**src/design/ssv_defs.svh**
```systemverilog
/*
 * Timing, field and reset constants of the stall, fault and power-mode
 * supervisor. Assumes REF_CLK at 200 MHz; times are in their own units.
 */
`ifndef SSV_DEFS_SVH
`define SSV_DEFS_SVH

// Clock period and time-to-cycle conversion, least times rounded up
`define SSV_CLK_NS 5
`define SSV_US2CYC(t) (((t) * 1000 + `SSV_CLK_NS - 1) / `SSV_CLK_NS)

// Sleep-input pulse and mode timing in microseconds
`define SSV_CLEAR_MIN_US 20
`define SSV_CLEAR_MAX_US 40
`define SSV_SLEEP_US 120
`define SSV_WAKE_US 100
`define SSV_OPEN_LOAD_US 10

// Stall-mode strap codes from the pin level decoder
`define SSV_STRAP_LOW 2'h0
`define SSV_STRAP_HIZ 2'h1
`define SSV_STRAP_HIGH 2'h2
`define SSV_STRAP_RES 2'h3

// Learning sample counts, count scaling and widths
`define SSV_STEADY_CYCLES 32
`define SSV_STALL_CYCLES 16
`define SSV_SCALE_SH 3
`define SSV_CNT_W 12
`define SSV_COILS 2

// Reset value of the learned stall threshold
`define SSV_TH_RST 0

`endif

```
**src/design/ssv_pkg.sv**
```systemverilog
/*
 * Types of the stall, fault and power-mode supervisor.
 * Assumes nothing of its surroundings.
 */
package ssv_pkg;

	// Stall-detection mode decoded from the strap
	typedef enum logic [1:0] {MODE_TORQUE, MODE_LEARN, MODE_THRESH,
		MODE_OFF} ssv_mode_t;

	// Power sequencing states
	typedef enum logic [1:0] {PWR_SLEEP, PWR_WAKE, PWR_RUN} ssv_pwr_t;

	// Learning progress
	typedef enum logic [1:0] {LRN_STEADY, LRN_STALL, LRN_DONE} ssv_lrn_t;

	// Controls toward the power stage
	typedef struct packed {
		logic sleep;
		logic pump_en;
		logic bridge_en;
		logic out_hiz;
	} ssv_drive_t;

	// Asynchronous pin and comparator levels
	typedef struct packed {
		logic       sleep_n;
		logic       en_hi;
		logic       en_flt;
		logic [1:0] strap;
		logic       rep;
		logic       uv;
		logic       hot;
		logic       ocp;
		logic       cpuv;
		logic [1:0] below_lim;
		logic [1:0] below_chop;
	} ssv_pins_t;

endpackage : ssv_pkg

```
**src/design/ssv_sleep_pulse.sv**
```systemverilog
/*
 * Sleep-input pulse classifier: times the low level of the sleep input,
 * flags a fault-clear pulse and a sleep request.
 * Assumes sleep_n is already synchronised to clk.
 */
`timescale 1ns/1ps
`default_nettype none
`include "ssv_defs.svh"

module ssv_sleep_pulse
#(
	parameter int MIN_CYC   = `SSV_US2CYC(`SSV_CLEAR_MIN_US),
	parameter int SLEEP_CYC = `SSV_US2CYC(`SSV_SLEEP_US)
)
(
	input  wire logic clk,
	input  wire logic rst,
	input  wire logic sleep_n,
	output var  logic clear_pulse,
	output var  logic sleep_req
);
	localparam int            CW    = $clog2(SLEEP_CYC + 1);
	localparam logic [CW-1:0] MIN_V = CW'(MIN_CYC);
	localparam logic [CW-1:0] SLP_V = CW'(SLEEP_CYC);

	logic [CW-1:0] low_cnt;
	logic [CW-1:0] next_low_cnt;
	logic          next_clear_pulse;
	logic          next_sleep_req;

	// Saturating low-time counter, restarted by every high level
	always_comb
	begin
		next_low_cnt     = '0;
		next_clear_pulse = 1'b0;
		next_sleep_req   = 1'b0;
		if (!sleep_n)
		begin
			if (low_cnt != SLP_V)
				next_low_cnt = low_cnt + 1'b1;
			else
				next_low_cnt = low_cnt;
			next_clear_pulse = (low_cnt == MIN_V);
			next_sleep_req   = (low_cnt == SLP_V);
		end
	end

	// Counter and flags
	always_ff @(posedge clk or posedge rst)
	begin
		if (rst)
		begin
			low_cnt     <= '0;
			clear_pulse <= 1'b0;
			sleep_req   <= 1'b0;
		end
		else
		begin
			low_cnt     <= next_low_cnt;
			clear_pulse <= next_clear_pulse;
			sleep_req   <= next_sleep_req;
		end
	end
endmodule : ssv_sleep_pulse
`default_nettype wire

```
**src/design/ssv_supervisor.sv**
```systemverilog
/*
 * Stall-mode, fault-report and power-mode supervisor of a stepper driver:
 * strap decode, threshold learning, stall and open-load flags, thermal
 * reaction, sleep/disable/run sequencing and reset-pulse fault clearing.
 * Assumes pin-level decoders and analog comparators on the inputs, which
 * are synchronised here, and a torque-count engine on REF_CLK giving one
 * count per electrical cycle with TORQUE_VALID.
 */
// Functional notes
// - Learning mode: threshold out on torque pin, report high, low when learned.
// - Threshold-input mode: pin sets threshold; stall raises report and fault.
// - Resistor strap code: report held low, stalls ignored.
// - Winding below both limits past open-load time flags fault only.
// - Open-load stays latched until reset pulse, power cycle or wake.
// - Over-temperature: bridge and pump off, fault low, auto recovery.
// - Sleep entered, bridge and pump off, after delay from sleep low.
// - Wakes when sleep input high; controller waits the wake delay.
// - Sleep high, enable low: outputs off and high impedance, rest runs.
// - Active only with sleep high, enable high or floating, no undervoltage.
// - Sleep low between 20 and 40 us clears latched faults, no sleep.
// - Sleep low 40 to 120 us clears faults, shutdown not guaranteed.
// - Reset pulse leaves charge pump and other blocks untouched.
// - Any other fault disables stall detection.
// - Report line held low externally: no fault output on stall.
// - Enable floating scales torque count and threshold by eight.
// - Learned threshold is mean of steady and stalled counts.
`timescale 1ns/1ps
`default_nettype none
`include "ssv_defs.svh"

module ssv_supervisor
	import ssv_pkg::*;
#(
	parameter int CNT_W     = `SSV_CNT_W,
	parameter int SW        = CNT_W + `SSV_SCALE_SH,
	parameter int SLEEP_CYC = `SSV_US2CYC(`SSV_SLEEP_US),
	parameter int WAKE_CYC  = `SSV_US2CYC(`SSV_WAKE_US)
)
(
	input  wire logic             REF_CLK,
	input  wire logic             RST,
	input  wire logic             SLEEP_CTRL_N,
	input  wire logic             ENABLE_HIGH,
	input  wire logic             ENABLE_FLOAT,
	input  wire logic [1:0]       STALL_MODE_STRAP,
	input  wire logic             STALL_REPORT_I,
	input  wire logic             SUPPLY_UNDERVOLTAGE,
	input  wire logic             THERMAL_SHUTDOWN,
	input  wire logic             OVERCURRENT,
	input  wire logic             PUMP_UNDERVOLTAGE,
	input  wire logic [1:0]       COIL_BELOW_LIMIT,
	input  wire logic [1:0]       COIL_BELOW_CHOP,
	input  wire logic [CNT_W-1:0] TORQUE_COUNT,
	input  wire logic             TORQUE_VALID,
	input  wire logic [SW-1:0]    TORQUE_THRESHOLD_PIN_I,
	output var  logic             STALL_REPORT_O,
	output var  logic             STALL_REPORT_OE,
	output var  logic             FAULT_OUT_N_O,
	output var  logic             FAULT_OUT_N_OE,
	output var  logic [SW-1:0]    TORQUE_THRESHOLD_PIN_O,
	output var  logic             TORQUE_THRESHOLD_PIN_OE,
	output var  ssv_drive_t       DRIVE
);
	localparam int OPEN_CYC = `SSV_US2CYC(`SSV_OPEN_LOAD_US);
	localparam int OW       = $clog2(OPEN_CYC + 1);
	localparam int WW       = $clog2(WAKE_CYC + 1);
	localparam int LW       = $clog2(`SSV_STEADY_CYCLES);
	localparam int SUMW     = CNT_W + LW;
	localparam logic [OW-1:0] OPEN_V      = OW'(OPEN_CYC);
	localparam logic [WW-1:0] WAKE_V      = WW'(WAKE_CYC);
	localparam logic [LW-1:0] STEADY_LAST = LW'(`SSV_STEADY_CYCLES - 1);
	localparam logic [LW-1:0] STALL_LAST  = LW'(`SSV_STALL_CYCLES - 1);

	ssv_pins_t        pin_raw;
	ssv_pins_t        pin_s1;
	ssv_pins_t        s;
	logic             clr_pulse;
	logic             sleep_req;
	ssv_pwr_t         pwr;
	ssv_pwr_t         next_pwr;
	logic [WW-1:0]    wake_cnt;
	logic [WW-1:0]    next_wake_cnt;
	logic             wake_evt;
	logic             active;
	logic [OW-1:0]    open_cnt [`SSV_COILS];
	logic [OW-1:0]    next_open_cnt [`SSV_COILS];
	logic             open_load;
	logic             next_open_load;
	logic             open_hit;
	ssv_mode_t        mode;
	ssv_lrn_t         lrn;
	ssv_lrn_t         next_lrn;
	logic [LW-1:0]    lrn_cnt;
	logic [LW-1:0]    next_lrn_cnt;
	logic [SUMW-1:0]  lrn_sum;
	logic [SUMW-1:0]  next_lrn_sum;
	logic [SUMW-1:0]  lrn_add;
	logic [CNT_W-1:0] steady_avg;
	logic [CNT_W-1:0] next_steady_avg;
	logic [CNT_W-1:0] learned_th;
	logic [CNT_W-1:0] next_learned_th;
	logic             stall;
	logic             next_stall;
	logic             stall_hit;
	logic             other_fault;
	logic             sample;
	logic [SW-1:0]    cnt_s;
	logic [SW-1:0]    th_s;
	logic             rep_low;
	logic             fault;
	logic [SW-1:0]    next_tq_o;
	logic             next_tq_oe;
	ssv_drive_t       next_drive;

	// Strap code to stall-detection mode
	function automatic ssv_mode_t strap_mode(input logic [1:0] code);
		unique case (code)
			`SSV_STRAP_LOW:  strap_mode = MODE_TORQUE;
			`SSV_STRAP_HIZ:  strap_mode = MODE_LEARN;
			`SSV_STRAP_HIGH: strap_mode = MODE_THRESH;
			`SSV_STRAP_RES:  strap_mode = MODE_OFF;
		endcase
	endfunction : strap_mode

	// Count scaling while the enable pin floats
	function automatic logic [SW-1:0] scale(input logic [CNT_W-1:0] v,
		input logic flt);
		scale = flt ? {v, {`SSV_SCALE_SH{1'b0}}} : SW'(v);
	endfunction : scale

	// Mean of two counts without overflow
	function automatic logic [CNT_W-1:0] mid(input logic [CNT_W-1:0] a,
		input logic [CNT_W-1:0] b);
		logic [CNT_W:0] sum;
		sum = {1'b0, a} + {1'b0, b};
		mid = sum[CNT_W:1];
	endfunction : mid

	// Pin levels gathered for the synchroniser
	assign pin_raw = {SLEEP_CTRL_N, ENABLE_HIGH, ENABLE_FLOAT,
		STALL_MODE_STRAP, STALL_REPORT_I, SUPPLY_UNDERVOLTAGE,
		THERMAL_SHUTDOWN, OVERCURRENT, PUMP_UNDERVOLTAGE,
		COIL_BELOW_LIMIT, COIL_BELOW_CHOP};

	// Two-stage synchroniser for every pin input except TORQUE_THRESHOLD_PIN_I
	always_ff @(posedge REF_CLK or posedge RST)
	begin
		if (RST)
		begin
			pin_s1 <= '0;
			s      <= '0;
		end
		else
		begin
			pin_s1 <= pin_raw;
			s      <= pin_s1;
		end
	end

	// Sleep-input low-time classifier
	ssv_sleep_pulse #(
		.MIN_CYC   (`SSV_US2CYC(`SSV_CLEAR_MIN_US)),
		.SLEEP_CYC (SLEEP_CYC)
	) u_sleep (
		.clk         (REF_CLK),
		.rst         (RST),
		.sleep_n     (s.sleep_n),
		.clear_pulse (clr_pulse),
		.sleep_req   (sleep_req)
	);

	// Sleep, wake and run sequencing
	always_comb
	begin
		next_pwr      = pwr;
		next_wake_cnt = '0;
		unique case (pwr)
			PWR_SLEEP:
				if (s.sleep_n)
					next_pwr = PWR_WAKE;
			PWR_WAKE:
				if (sleep_req)
					next_pwr = PWR_SLEEP;
				else if (wake_cnt == WAKE_V)
					next_pwr = PWR_RUN;
				else
					next_wake_cnt = wake_cnt + 1'b1;
			PWR_RUN:
				if (sleep_req)
					next_pwr = PWR_SLEEP;
			default:
				next_pwr = PWR_SLEEP;
		endcase
	end

	always_ff @(posedge REF_CLK or posedge RST)
	begin
		if (RST)
		begin
			pwr      <= PWR_SLEEP;
			wake_cnt <= '0;
		end
		else
		begin
			pwr      <= next_pwr;
			wake_cnt <= next_wake_cnt;
		end
	end

	assign wake_evt = (pwr == PWR_SLEEP) && s.sleep_n;

	// Open-load timers per winding and the latched flag
	always_comb
	begin
		open_hit = 1'b0;
		for (int i = 0; i < `SSV_COILS; i++)
		begin
			next_open_cnt[i] = '0;
			if (s.below_lim[i] && s.below_chop[i] && DRIVE.bridge_en)
			begin
				if (open_cnt[i] == OPEN_V)
				begin
					next_open_cnt[i] = open_cnt[i];
					open_hit         = 1'b1;
				end
				else
					next_open_cnt[i] = open_cnt[i] + 1'b1;
			end
		end
		next_open_load = open_hit ||
			(open_load && !clr_pulse && !wake_evt);
	end

	always_ff @(posedge REF_CLK or posedge RST)
	begin
		if (RST)
		begin
			open_cnt  <= '{default: '0};
			open_load <= 1'b0;
		end
		else
		begin
			open_cnt  <= next_open_cnt;
			open_load <= next_open_load;
		end
	end

	// Stall detection inputs
	assign mode        = strap_mode(s.strap);
	assign other_fault = s.uv | s.hot | s.ocp | s.cpuv | open_load;
	assign sample      = TORQUE_VALID && DRIVE.bridge_en && !other_fault;
	assign cnt_s       = scale(TORQUE_COUNT, s.en_flt);
	assign th_s        = (mode == MODE_THRESH) ? TORQUE_THRESHOLD_PIN_I
		: scale(learned_th, s.en_flt);
	assign stall_hit   = sample && cnt_s < th_s &&
		(mode == MODE_TORQUE || mode == MODE_THRESH);

	// Stall flag and threshold learning
	always_comb
	begin
		lrn_add         = lrn_sum + SUMW'(TORQUE_COUNT);
		next_lrn        = lrn;
		next_lrn_cnt    = lrn_cnt;
		next_lrn_sum    = lrn_sum;
		next_steady_avg = steady_avg;
		next_learned_th = learned_th;
		next_stall      = stall_hit || (stall && !clr_pulse);
		if (mode == MODE_OFF)
			next_stall = 1'b0;
		if (mode != MODE_LEARN)
		begin
			next_lrn     = LRN_STEADY;
			next_lrn_cnt = '0;
			next_lrn_sum = '0;
		end
		else if (sample)
		begin
			unique case (lrn)
				LRN_STEADY:
				begin
					next_lrn_cnt = lrn_cnt + 1'b1;
					next_lrn_sum = lrn_add;
					if (lrn_cnt == STEADY_LAST)
					begin
						next_steady_avg = CNT_W'(lrn_add >> LW);
						next_lrn        = LRN_STALL;
						next_lrn_cnt    = '0;
						next_lrn_sum    = '0;
					end
				end
				LRN_STALL:
				begin
					next_lrn_cnt = lrn_cnt + 1'b1;
					next_lrn_sum = lrn_add;
					if (TORQUE_COUNT >= steady_avg)
					begin
						next_lrn_cnt = '0;
						next_lrn_sum = '0;
					end
					else if (lrn_cnt == STALL_LAST)
					begin
						next_learned_th = mid(steady_avg,
							CNT_W'(lrn_add >> $clog2(`SSV_STALL_CYCLES)));
						next_lrn        = LRN_DONE;
					end
				end
				LRN_DONE:
					next_lrn = LRN_DONE;
				default:
					next_lrn = LRN_STEADY;
			endcase
		end
	end

	always_ff @(posedge REF_CLK or posedge RST)
	begin
		if (RST)
		begin
			lrn        <= LRN_STEADY;
			lrn_cnt    <= '0;
			lrn_sum    <= '0;
			steady_avg <= '0;
			learned_th <= CNT_W'(`SSV_TH_RST);
			stall      <= 1'b0;
		end
		else
		begin
			lrn        <= next_lrn;
			lrn_cnt    <= next_lrn_cnt;
			lrn_sum    <= next_lrn_sum;
			steady_avg <= next_steady_avg;
			learned_th <= next_learned_th;
			stall      <= next_stall;
		end
	end

	// Pin and power-stage output values
	always_comb
	begin
		next_tq_o  = TORQUE_THRESHOLD_PIN_O;
		next_tq_oe = 1'b0;
		rep_low    = !stall;
		unique case (mode)
			MODE_TORQUE:
			begin
				next_tq_oe = 1'b1;
				if (TORQUE_VALID)
					next_tq_o = cnt_s;
			end
			MODE_LEARN:
			begin
				rep_low    = (lrn == LRN_DONE);
				next_tq_oe = (lrn == LRN_DONE);
				next_tq_o  = scale(learned_th, s.en_flt);
			end
			MODE_THRESH:
				next_tq_oe = 1'b0;
			MODE_OFF:
				rep_low = 1'b1;
		endcase
		fault = s.uv | s.hot | s.ocp | s.cpuv | open_load |
			(stall && s.rep && (mode == MODE_TORQUE || mode == MODE_THRESH));
		active               = (pwr == PWR_RUN) && !s.uv &&
			(s.en_hi || s.en_flt);
		next_drive.bridge_en = active && !s.hot && !s.ocp && !s.cpuv;
		next_drive.out_hiz   = !next_drive.bridge_en;
		next_drive.pump_en   = (pwr != PWR_SLEEP) && !s.hot && !s.uv;
		next_drive.sleep     = (pwr == PWR_SLEEP);
	end

	always_ff @(posedge REF_CLK or posedge RST)
	begin
		if (RST)
		begin
			STALL_REPORT_O          <= 1'b1;
			STALL_REPORT_OE         <= 1'b0;
			FAULT_OUT_N_O           <= 1'b1;
			FAULT_OUT_N_OE          <= 1'b0;
			TORQUE_THRESHOLD_PIN_O  <= '0;
			TORQUE_THRESHOLD_PIN_OE <= 1'b0;
			DRIVE                   <= '{sleep: 1'b1, default: 1'b0};
		end
		else
		begin
			STALL_REPORT_O          <= !rep_low;
			STALL_REPORT_OE         <= rep_low;
			FAULT_OUT_N_O           <= !fault;
			FAULT_OUT_N_OE          <= fault;
			TORQUE_THRESHOLD_PIN_O  <= next_tq_o;
			TORQUE_THRESHOLD_PIN_OE <= next_tq_oe;
			DRIVE                   <= next_drive;
		end
	end
endmodule : ssv_supervisor
`default_nettype wire

```
**config.mk**
```make
export PLATFORM = sky130hd
export DESIGN_NAME = ssv_supervisor
export DESIGN_NICKNAME = d
export VERILOG_FILES = /design/src/design/ssv_pkg.sv /design/src/design/ssv_sleep_pulse.sv /design/src/design/ssv_supervisor.sv
export VERILOG_INCLUDE_DIRS = /design/src /design/src/design
export SDC_FILE = /design/constraint.sdc
export NUM_CORES = 1
export LEC_CHECK = 0
export BUFFER_PORTS_ARGS = -buffer_cell sky130_fd_sc_hd__buf_2
export CORE_ASPECT_RATIO = 0.8
export CORE_MARGIN = 2
export CORE_UTILIZATION = 60
export DETAILED_ROUTE_END_ITERATION = 10
export GPL_ROUTABILITY_DRIVEN = 0
export PLACE_DENSITY = 0.8
export REMOVE_ABC_BUFFERS = 1
export SYNTH_ARGS = -nofsm -noshare
export SYNTH_HDL_FRONTEND = slang
export SYNTH_HIERARCHICAL = 1
export SYNTH_SLANG_ARGS = --single-unit
```
**constraint.sdc**
```tcl
create_clock -name REF_CLK -period 4.8 [get_ports REF_CLK]
set_input_delay 0.24 -clock REF_CLK [delete_from_list [all_inputs] [get_ports REF_CLK]]
set_output_delay 0.24 -clock REF_CLK [all_outputs]
set_load 0.01 [all_outputs]
```
==> out/metrics.cfg, run 1 <==
[outcome]
outcome = finished, final reports clean

[timing]
finalCritPeriodShare = 0.8138
grt_setup_unrepaired = false
report.final.hold_viol_count = 0
max_freq_mhz = 256.0
report.final.setup_viol = 0
finalWorstPathRequiredPeriod_ns = 3.906
worst_slew_margin_rel = 0.1693
fin_ws_ns = 0.8938
fin_setup_tns_ns = 0
finalMaxSlewViolations = 0
tightest_slew_ns = 1.244
timing.clock.skew_ns = 0.01114

[drt]
remaining_drc_errors = 0
wl_per_cell_um = 17.15
vias = 6817
route.detailed.vias_per_inst = 5.938
wl_um = 19690
drt_pre_antenna_iters = 5
number_of_antenna_violating_nets_in_the_routed_design = 0
drtIter0Drc = 476

[cells_and_area]
antenna-diode-count = 0
design.final.nets = 1063
most-common-layout-cells = 155 x dfrtp_1, 81 x nor2_1, 77 x nand2_1, 67 x buf_2, 66 x ha_1
final_util = 0.6979
layout.cells.most_common = dfrtp_1
area_added_between_synthesis_and_finish_pct = 13.59
final_layout_size_suffix_gt1_frac = 0.1587

[global_routing]
first_pass_grt_wire_length_um = 33290
grt_pass1_vias = 6696
maximum_number_of_pins_on_one_net_before_global_route_repair = 111
antenna_found_initial = 0
globalRoute.totalOverflow = 0
groute.usage.overall = 0.2660

[floorplanning]
die_height_um = 112.2
placementRows = 39
fp.dieW_um = 139.3
start_util = 0.6144
die_area_um2 = 15630
top_level_ports = 68
core_area_um2 = 14300

[place]
place_ws_ns = 1.086
io_buffer_count = 67
place.detailed.hpwl_um = 13770

[clock_network]
clock_tree.htree_level_count = 4
postCtsSetupBuffers = 0
skew_pair_late_insertion_delay_ns = 0.43
cts_buffers = 17
clk_root_buffer_cell = clkbuf_16
clock_tree_from_tritoncts = built
max-clock-path-buffers = 2
clk_pin_slew_worst_paths_ns = 0.07
cts_resized = 0
numClockSinks = 158

[setup_path]
crit_type = flip-flop to flip-flop
setup.worst_path.start = lrn_sum[0]
critPathArrivalTime_ns = 4.22
cp-start-kind = flip-flop
r2r_setup_slack_ns = 0.89
critPathMaxFanout = 6
timing.rr.end = learned_th[8]
r2r.worst_path.cells = 16
critical_path_required_ns = 5.11
rr_startpoint = lrn_sum[0]
worstSetupEndpointType = flip-flop

[yosys]
synth_area_leaders = dfrtp_1 44%, ha_1 9.4%, mux2_2 3.7%, nor2_1 3.5%, nand2_1 3.3%
synth_sequential_area_ratio = 0.4505
postSynthCellCount = 873
yosysUniqueCellTypes = 70
postSynth.topFlopCell = dfrtp_1
synth_edf_count = 0
ys_warn_count = 6
yosys.area.top_type_share = 0.4415
synth-seq-cells = 158
synthesis.area_um2 = 8785
synth.largest_area_cell = dfrtp_1
syn_area_per_cell_um2 = 10.06
post_synth_arst_share = 1.000

[min_path]
min_from = TORQUE_COUNT[0]
worst_hold_path.num_cells = 3
hp-class = input pin to flip-flop
min_to = TORQUE_THRESHOLD_PIN_O[0]

[power_and_ir_drop]
worst_ir_drop_vdd_uv = 259.5
p_leak_uw = 0.004740
powerDensity_nw_per_um2 = 300.1

[run]
max-cap-violations = 0

## registers in the layout, indices dropped and copies added (netlist names), 4 cells and up
register / cells
open_cnt: 22
lrn_sum: 17
TORQUE_THRESHOLD_PIN_O: 15
u_sleep/low_cnt: 15
wake_cnt: 15
pin_s1: 14
s: 14
learned_th: 12
steady_avg: 12
lrn_cnt: 5
DRIVE: 4
## per-layer routing
metal / vias to the layer above / global-route usage / share of wire
li1: 3262 / - / -
met1: 3334 / 0.3988 / 0.49
met2: 190 / 0.3958 / 0.44
met3: 31 / 0.05034 / 0.051
met4: 0 / 0.08215 / 0.019
met5: - / 0 / 0
## cells in the mapped netlist (all sizes together), types with 7 or more instances
library cell	number
nand3	28
a22oi	9
o21ai	48
ha	66
nor3	7
nand2	77
nor2	81
inv	45
o31ai	8
a22o	13
xnor2	26
a21oi	42
mux2	33
dfrtp	155
a31oi	10
buf	9
and3	16
nand2b	9
clkbuf	20
mux2i	14
nand4	14
nor2b	17
a21o	12
xor2	29
or3	7
## repair_timing
| item | in CTS | in global routing |
|---|---|---|
| hold endpoints to repair | 31 | 0 |
| hold buffers | 15 | 0 |
| setup endpoints to repair | 0 | 0 |
## area by class of cell
type / instances / area, um^2
Multi-Input combinational cell: 641 / 4527
Fill cell: 1073 / 4319
Sequential cell: 158 / 3958
Timing Repair Buffer: 88 / 530.5
Clock buffer: 18 / 429.2
Tap cell: 184 / 230.2
Inverter: 45 / 173.9
Clock inverter: 14 / 130.1
## worst max-delay path, stage by stage, from the launching register on
cell	delay (ns)
dfrtp_1	0.35
ha_1	0.19
inv_1	0.07
fa_1	0.41
nor2b_1	0.21
o221a_2	0.26
o211ai_1	0.18
nand2b_1	0.13
a21oi_1	0.08
xnor2_1	0.18
ha_1	0.42
and3_1	0.21
nand2_1	0.06
o31ai_1	0.49
a21oi_1	0.20
xor2_1	0.18
o21ai_0	0.18
## how the worst max path moves through the flow
stage,end,slack [ns],depth (start not counted)
after floorplan,DRIVE[0],0.78,1
after global placement,learned_th[10],1.23,17
after global routing,learned_th[10],0.65,16
final,learned_th[8],0.89,16
after detailed placement,learned_th[10],1.09,17
after CTS,learned_th[8],0.98,16
## metrics by stage
step | cells | hold WS [ns] | total power [uW] | area, um^2
after floorplan | 844 | 0.1661 | 1625 | 8653
after global placement | 1101 | 0.3317 | 1723 | 9269
after detailed placement | 1101 | 0.3356 | 1734 | 9269
after CTS | 1148 | 0.1142 | 3016 | 9978
after global routing | 1148 | 0.1349 | 3122 | 9978
final | 1148 | 0.1276 | 2995 | 9978
## where the power goes
group          switching, uW  total (uW)  leakage (uW)  internal [uW]
Combinational            178         298       0.00240            121
Sequential              44.0        1420       0.00207           1380
Clock                    592        1270      0.000266            681
## logic make-up (layout without fill, tap and decap cells)
logic type / after synthesis / in the layout / synth area share
flip-flops: 158 / 158 / 0.4505
AND/OR/NAND/NOR: 292 / 292 / 0.1712
adder cells (fa/ha/maj): 68 / 68 / 0.09856
multiplexers: 47 / 47 / 0.05825
AO/OA/AOI/OAI: 179 / 179 / 0.1325
buffers and inverters: 74 / 165 / 0.03418
XOR/XNOR: 55 / 55 / 0.05484
Note: power is estimated with default switching activity, not from simulation.
==> run 2, diff against run 1 <==
Settings changed: ABC_AREA set to 1, CORE_UTILIZATION 60 to 55, PLACE_DENSITY 0.8 to 0.77.
Clock period 4.8 ns to 3.5 ns, I/O delays scaled along.
==> run 2 against run 1 <==
Against the previous run:
- utilization decreased by 5.7 points
- critical path depth increased by 2
- non-clock buffer count increased by 1
- sequential cell count unchanged
- combinational power increased to 3.0 times the previous value
- first-iteration DRC count increased by 20%
- global-route usage increased by 0.083 points
- worst hold slack got worse by 0.029 ns
- worst setup slack got worse by 0.64 ns
- largest power group unchanged
==> out/metrics.cfg, run 2 <==
[place]
postPlaceCellArea_um2 = 9783
place_ws_ns = 0.3432
place.detailed.hpwl_um = 16780
io_buffer_count = 67

[global_routing]
globalRoute.totalOverflow = 0
first_pass_grt_wire_length_um = 37340
grt_pass1_vias = 7588
antenna_found_initial = 0
groute.usage.overall = 0.2668
maximum_number_of_pins_on_one_net_before_global_route_repair = 98

[yosys]
postSynthCellCount = 1163
yosysUniqueCellTypes = 48
synth_area_leaders = dfrtp_1 42%, nand2_1 13%, ha_1 9.0%, inv_1 6.0%, nor2_1 4.3%
synth.largest_area_cell = dfrtp_1
postSynth.topFlopCell = dfrtp_1
ys_warn_count = 6
synthesis.area_um2 = 9215
commonest_cells_post_synth = 331 x nand2_1, 155 x dfrtp_1, 148 x inv_1
post_synth_arst_share = 1.000
post-synth-top-count-cell = nand2_1
synth_edf_count = 0
synth-seq-cells = 158
synth_sequential_area_ratio = 0.4295
syn_area_per_cell_um2 = 7.924
yosys.area.top_type_share = 0.4209

[cells_and_area]
design_area_um2 = 10550
largest_register = open_cnt
largest_register_ff_count = 22
area_added_between_synthesis_and_finish_pct = 14.45
final_layout_size_suffix_gt1_frac = 0.1191
layout.cells.most_common = nand2_1
antenna-diode-count = 0
design.final.nets = 1367
most-common-layout-cells = 331 x nand2_1, 155 x dfrtp_1, 147 x inv_1, 105 x nor2_1, 67 x buf_2
biggestRegsByFlops = open_cnt x22, lrn_sum x17

[setup_path]
endpoint = learned_th[10]
cpMostUsedCell = nand2_1
critical_path_required_ns = 3.82
critPathMaxFanout = 4
crit_type = flip-flop to flip-flop
cp-start-kind = flip-flop
r2r.worst_path.cells = 18
cpMaxStageDelayCell = fa_1
worstSetupEndpointType = flip-flop
r2r_setup_slack_ns = 0.26
critical-path-max-stage-delay_ns = 0.39
timing.rr.end = learned_th[10]
setup.worst_path.start = lrn_sum[0]
rr_startpoint = lrn_sum[0]
crit_path_cell_trace = ha_1, inv_1, fa_1, inv_1, nand2_1, nand2_1, nand3_1, nand2_1, a21o_1, xor2_1, ha_1, a21o_1, nand3_1, nand2_1, a21oi_1, nand3b_1, nand3_1, nand2_1
critPathArrivalTime_ns = 3.57

[clock_network]
numClockSinks = 158
clock_tree.htree_level_count = 4
clk_root_buffer_cell = clkbuf_16
cts_buffers = 17
max-clock-path-buffers = 2
skew_pair_late_insertion_delay_ns = 0.44
clk_pin_slew_worst_paths_ns = 0.07
clock_tree_from_tritoncts = built
postCtsSetupBuffers = 0

[drt]
drtIter0Drc = 569
drt_pre_antenna_iters = 5
route.detailed.vias_per_inst = 5.313
number_of_antenna_violating_nets_in_the_routed_design = 0
vias = 7906
wl_per_cell_um = 15.16
wl_um = 22550
remaining_drc_errors = 0

[timing]
fin_setup_tns_ns = 0
report.final.setup_viol = 0
report.final.hold_viol_count = 0
max_freq_mhz = 308.5
timing.clock.skew_ns = 0.01251
finalWorstPathRequiredPeriod_ns = 3.241
worst_slew_margin_rel = 0.4040
finalCritPeriodShare = 0.9261
fin_ws_ns = 0.2586
finalMaxSlewViolations = 0
worst_hold_slack_ns = 0.09875
tightest_slew_ns = 0.8918

[min_path]
worst_hold_path.num_cells = 4
hp-class = input pin to flip-flop

[floorplanning]
fp.dieW_um = 148.7
top_level_ports = 68
core_area_um2 = 16450
die_area_um2 = 17810
placementRows = 42
die_height_um = 119.8
start_util = 0.5602

[outcome]
outcome = finished, final reports clean

[power_and_ir_drop]
powerDensity_nw_per_um2 = 452.0
p_leak_uw = 0.005388
worst_ir_drop_vdd_uv = 336.2

[run]
max-cap-violations = 0

[run 2: changes by cell type after synthesis, sizes merged, moves of 17 or more]
cell,delta
xnor2,-22
inv,+108
mux2,-33
nor2b,-17
nand2,+255
nand3,+43
nor2,+35
o21ai,+29
[run 2: final cells by class]
class,instances,area [um^2]
clock buffer,17,425.4
clock inverter,15,168.9
fill,1373,5902
inverter,155,588.1
multi-input combinational,834,4593
sequential,158,3958
tap,220,275.3
timing repair buffer,89,538.0
[run 2: layer usage]
metal / global-route usage / vias to the layer above / part of all wire
li1: - / 3946 / -
met1: 0.3814 / 3645 / 0.46
met2: 0.4048 / 275 / 0.44
met3: 0.05437 / 40 / 0.076
met4: 0.09583 / 0 / 0.027
met5: 0 / - / 0
[run 2: kinds of logic after synthesis]
kind of cell	after synthesis	synth area share
compound gates	157	0.09776
xor+xnor	27	0.02566
fa+ha+maj	68	0.09396
buf+inv	171	0.07413
flops	158	0.4295
mux	8	0.008690
simple gates	574	0.2703
[run 2: what timing repair did]
item                                    CTS  global route
hold endpoints to repair                124             0
hold buffers                             15             0
resized for setup                         0             5
endpoints found under the setup margin    0             3
[run 2: worst max-delay path: cells and delay by family, from the launching register on]
family / cells / cell delay (ns)
flops: 1 / 0.35
xor+xnor: 1 / 0.29
fa+ha+maj: 3 / 0.93
buf+inv: 2 / 0.19
simple gates: 9 / 0.82
compound gates: 3 / 0.55
[run 2: how the worst min path moves through the flow]
| stage | from | end | slack (ns) |
|---|---|---|---|
| after floorplan | RST | u_sleep/clear_pulse | 0.10 |
| after global placement | THERMAL_SHUTDOWN | pin_s1[6] | 0.28 |
| final | TORQUE_COUNT[0] | lrn_sum[0] | 0.1 |
| after detailed placement | ENABLE_HIGH | pin_s1[12] | 0.28 |
| after global routing | TORQUE_COUNT[0] | lrn_sum[0] | 0.13 |
| after CTS | TORQUE_COUNT[0] | lrn_sum[0] | 0.09 |
[run 2: through the flow]
stage	util	total power (uW)	cells
floorplan	-	2616	1147
global placement	0.5948	2859	1441
detailed placement	0.5948	2881	1441
CTS	0.6400	4773	1488
global route	0.6412	5005	1488
finish	0.6412	4767	1488
[run 2: where the power goes]
| group | internal [uW] | switching (uW) | total, uW |
|---|---|---|---|
| clock | 1020 | 862 | 1880 |
| combinational | 317 | 581 | 897 |
| sequential | 1920 | 68.0 | 1990 |
==> run 3, diff against run 2 <==
Settings changed: PLACE_DENSITY 0.77 to 0.74.
Clock period 3.5 ns to 4.1 ns, I/O delays scaled along.
==> run 3 against run 2 <==
Against the previous run:
- clock power shrank 19%
- utilization shrank 0.42 points
- non-clock buffer count shrank 3
- routed wire length shrank 1.8%
- via count is essentially flat
- sequential power shrank 15%
- fmax shrank 5.8%
- register-to-register slack gained 0.40 ns
- global-route usage shrank 0.29 points
- clock skew grew 0.0012 ns
==> out/metrics.cfg, run 3 (synthesis gave the netlist of run 2 again) <==
[cells_and_area]
antenna-diode-count = 0
final_layout_size_suffix_gt1_frac = 0.1116
area_added_between_synthesis_and_finish_pct = 13.70
design.final.nets = 1364
layout.cells.most_common = nand2_1
most-common-layout-cells = 331 x nand2_1, 155 x dfrtp_1, 147 x inv_1, 105 x nor2_1, 67 x buf_2
biggestRegsByFlops = open_cnt x22, lrn_sum x17
largest_register = open_cnt
largest_register_ff_count = 22
instances_no_fill = 1484
final_util = 0.6370

[drt]
route.detailed.vias_per_inst = 5.324
remaining_drc_errors = 0
drt_pre_antenna_iters = 5
vias = 7901
wl_per_cell_um = 14.92
number_of_antenna_violating_nets_in_the_routed_design = 0
wl_um = 22140
drtIter0Drc = 665

[global_routing]
globalRoute.totalOverflow = 0
first_pass_grt_wire_length_um = 37010
groute.usage.overall = 0.2639
grt_pass1_vias = 7494
antenna_found_initial = 0
maximum_number_of_pins_on_one_net_before_global_route_repair = 63

[clock_network]
numClockSinks = 158
skew_pair_late_insertion_delay_ns = 0.43
clock_tree_from_tritoncts = built
cts_buffers = 17
clock_tree.htree_level_count = 4
cts_resized = 0
clk_root_buffer_cell = clkbuf_16
clk_pin_slew_worst_paths_ns = 0.07
max-clock-path-buffers = 2

[timing]
report.final.setup_viol = 0
finalWorstPathRequiredPeriod_ns = 3.440
grt_setup_unrepaired = false
worst_slew_margin_rel = 0.3659
timing.clock.skew_ns = 0.01369
tightest_slew_ns = 0.9476
finalMaxSlewViolations = 0
report.final.hold_viol_count = 0
max_freq_mhz = 290.7
finalCritPeriodShare = 0.8391
fin_ws_ns = 0.6596
fin_setup_tns_ns = 0

[power_and_ir_drop]
pwr-share-clk = 0.384
worst_ir_drop_vdd_uv = 239.4
power_switching_share = 0.3033
p_leak_uw = 0.005362
power.sequential.fraction = 0.425
powerDensity_nw_per_um2 = 380.5
cell_internal_pwr_uw = 2778
combinationalPowerShare = 0.191
report.power.total_uw = 3987
p_sw_uw = 1209

[floorplanning]
fp.dieW_um = 148.7
top_level_ports = 68
die_area_um2 = 17810
die_height_um = 119.8
start_util = 0.5602
placementRows = 42
core_area_um2 = 16450

[setup_path]
rr_startpoint = lrn_sum[4]
worstSetupEndpointType = flip-flop
critical-path-max-stage-delay_ns = 0.48
cpMostUsedCell = nand2_1
crit_buf_inv = 4
crit_type = flip-flop to flip-flop
critPathMaxFanout = 5
critical_path_depth = 18
critical_path.top_delay_family = adder cells
endpoint = learned_th[9]
crit_path_cell_trace = ha_1, nand2_1, nor2_1, nand2_1, o211ai_1, xor2_1, inv_1, fa_1, inv_1, nand2_1, o21ai_1, inv_1, o21ai_1, nand2_1, nand3_1, nand3_1, nand2_1, inv_1
setup.worst_path.start = lrn_sum[4]
timing.rr.end = learned_th[9]
critical_path_required_ns = 4.42
cpMaxStageDelayCell = fa_1
critPathArrivalTime_ns = 3.76
r2r_setup_slack_ns = 0.66
cp-start-kind = flip-flop
r2r.worst_path.cells = 18

[run]
max-cap-violations = 0

[place]
place_ws_ns = 0.7602
placed_cells_incl_taps = 1438
io_buffer_count = 67
place.detailed.hpwl_um = 16560

[min_path]
hp-class = input pin to flip-flop
worst_hold_path.num_cells = 4

[outcome]
outcome = finished, final reports clean

[run 3: worst reg2reg max path: cells and delay by family (launching register included)]
kind | cells | cell delay (ns)
xor gates and xnor gates | 1 | 0.29
DFF | 1 | 0.40
AOI/OAI and AO/OA | 3 | 0.61
buffers and inverters | 4 | 0.44
and+or+nand+nor | 8 | 0.78
adders and majority gates | 2 | 0.84
[run 3: per-layer routing]
layer | GRT usage | part of all wire
met4 | 0.08095 | 0.016
met2 | 0.3944 | 0.43
met3 | 0.06958 | 0.083
met5 | 0 | 0
met1 | 0.3778 | 0.47
[run 3: how the worst min path moves through the flow]
stage / from / to / slack (ns)
after floorplan: RST / u_sleep/clear_pulse / 0.13
after global placement: RST / pin_s1[13] / 0.25
after detailed placement: RST / pin_s1[6] / 0.25
after CTS: TORQUE_COUNT[0] / lrn_sum[0] / 0.14
after global routing: TORQUE_COUNT[0] / lrn_sum[0] / 0.19
final: TORQUE_COUNT[0] / lrn_sum[0] / 0.15
[run 3: repair_timing]
item / CTS / global route
hold buffers: 15 / 0
setup endpoints to repair: 0 / 0
endpoints found under the hold margin: 74 / 0
buffers inserted: 0 / 0
[run 3: through the flow]
| stage | hold WS [ns] | instance area (um^2) |
|---|---|---|
| 6_report | 0.1526 | 10480 |
| 5_1_grt | 0.1891 | 10480 |
| 4_1_cts | 0.1409 | 10480 |
| 3_5_place_dp | 0.2503 | 9761 |
| 3_3_place_gp | 0.2474 | 9761 |
| 2_1_floorplan | 0.1311 | 9115 |
[run 3: final cells by class]
| type | instances | area, um^2 |
|---|---|---|
| fillers | 1377 | 5971 |
| multi-input cells | 834 | 4574 |
| flip-flops and latches | 158 | 3958 |
| inverters | 155 | 588.1 |
| repair buffers | 86 | 515.5 |
| clock buffers | 21 | 460.4 |
| well taps | 220 | 275.3 |
| clock inverters | 10 | 106.4 |
[run 3: power groups by stage]
| stage | logic (uW) | clock network, uW | registers (uW) |
|---|---|---|---|
| 5_1_grt | 859 | 1630 | 1700 |
| 2_1_floorplan | 509 | 0 | 1720 |
| 3_3_place_gp | 719 | 0 | 1720 |
| 3_5_place_dp | 733 | 0 | 1720 |
| 6_report | 761 | 1530 | 1690 |
| 4_1_cts | 750 | 1550 | 1690 |
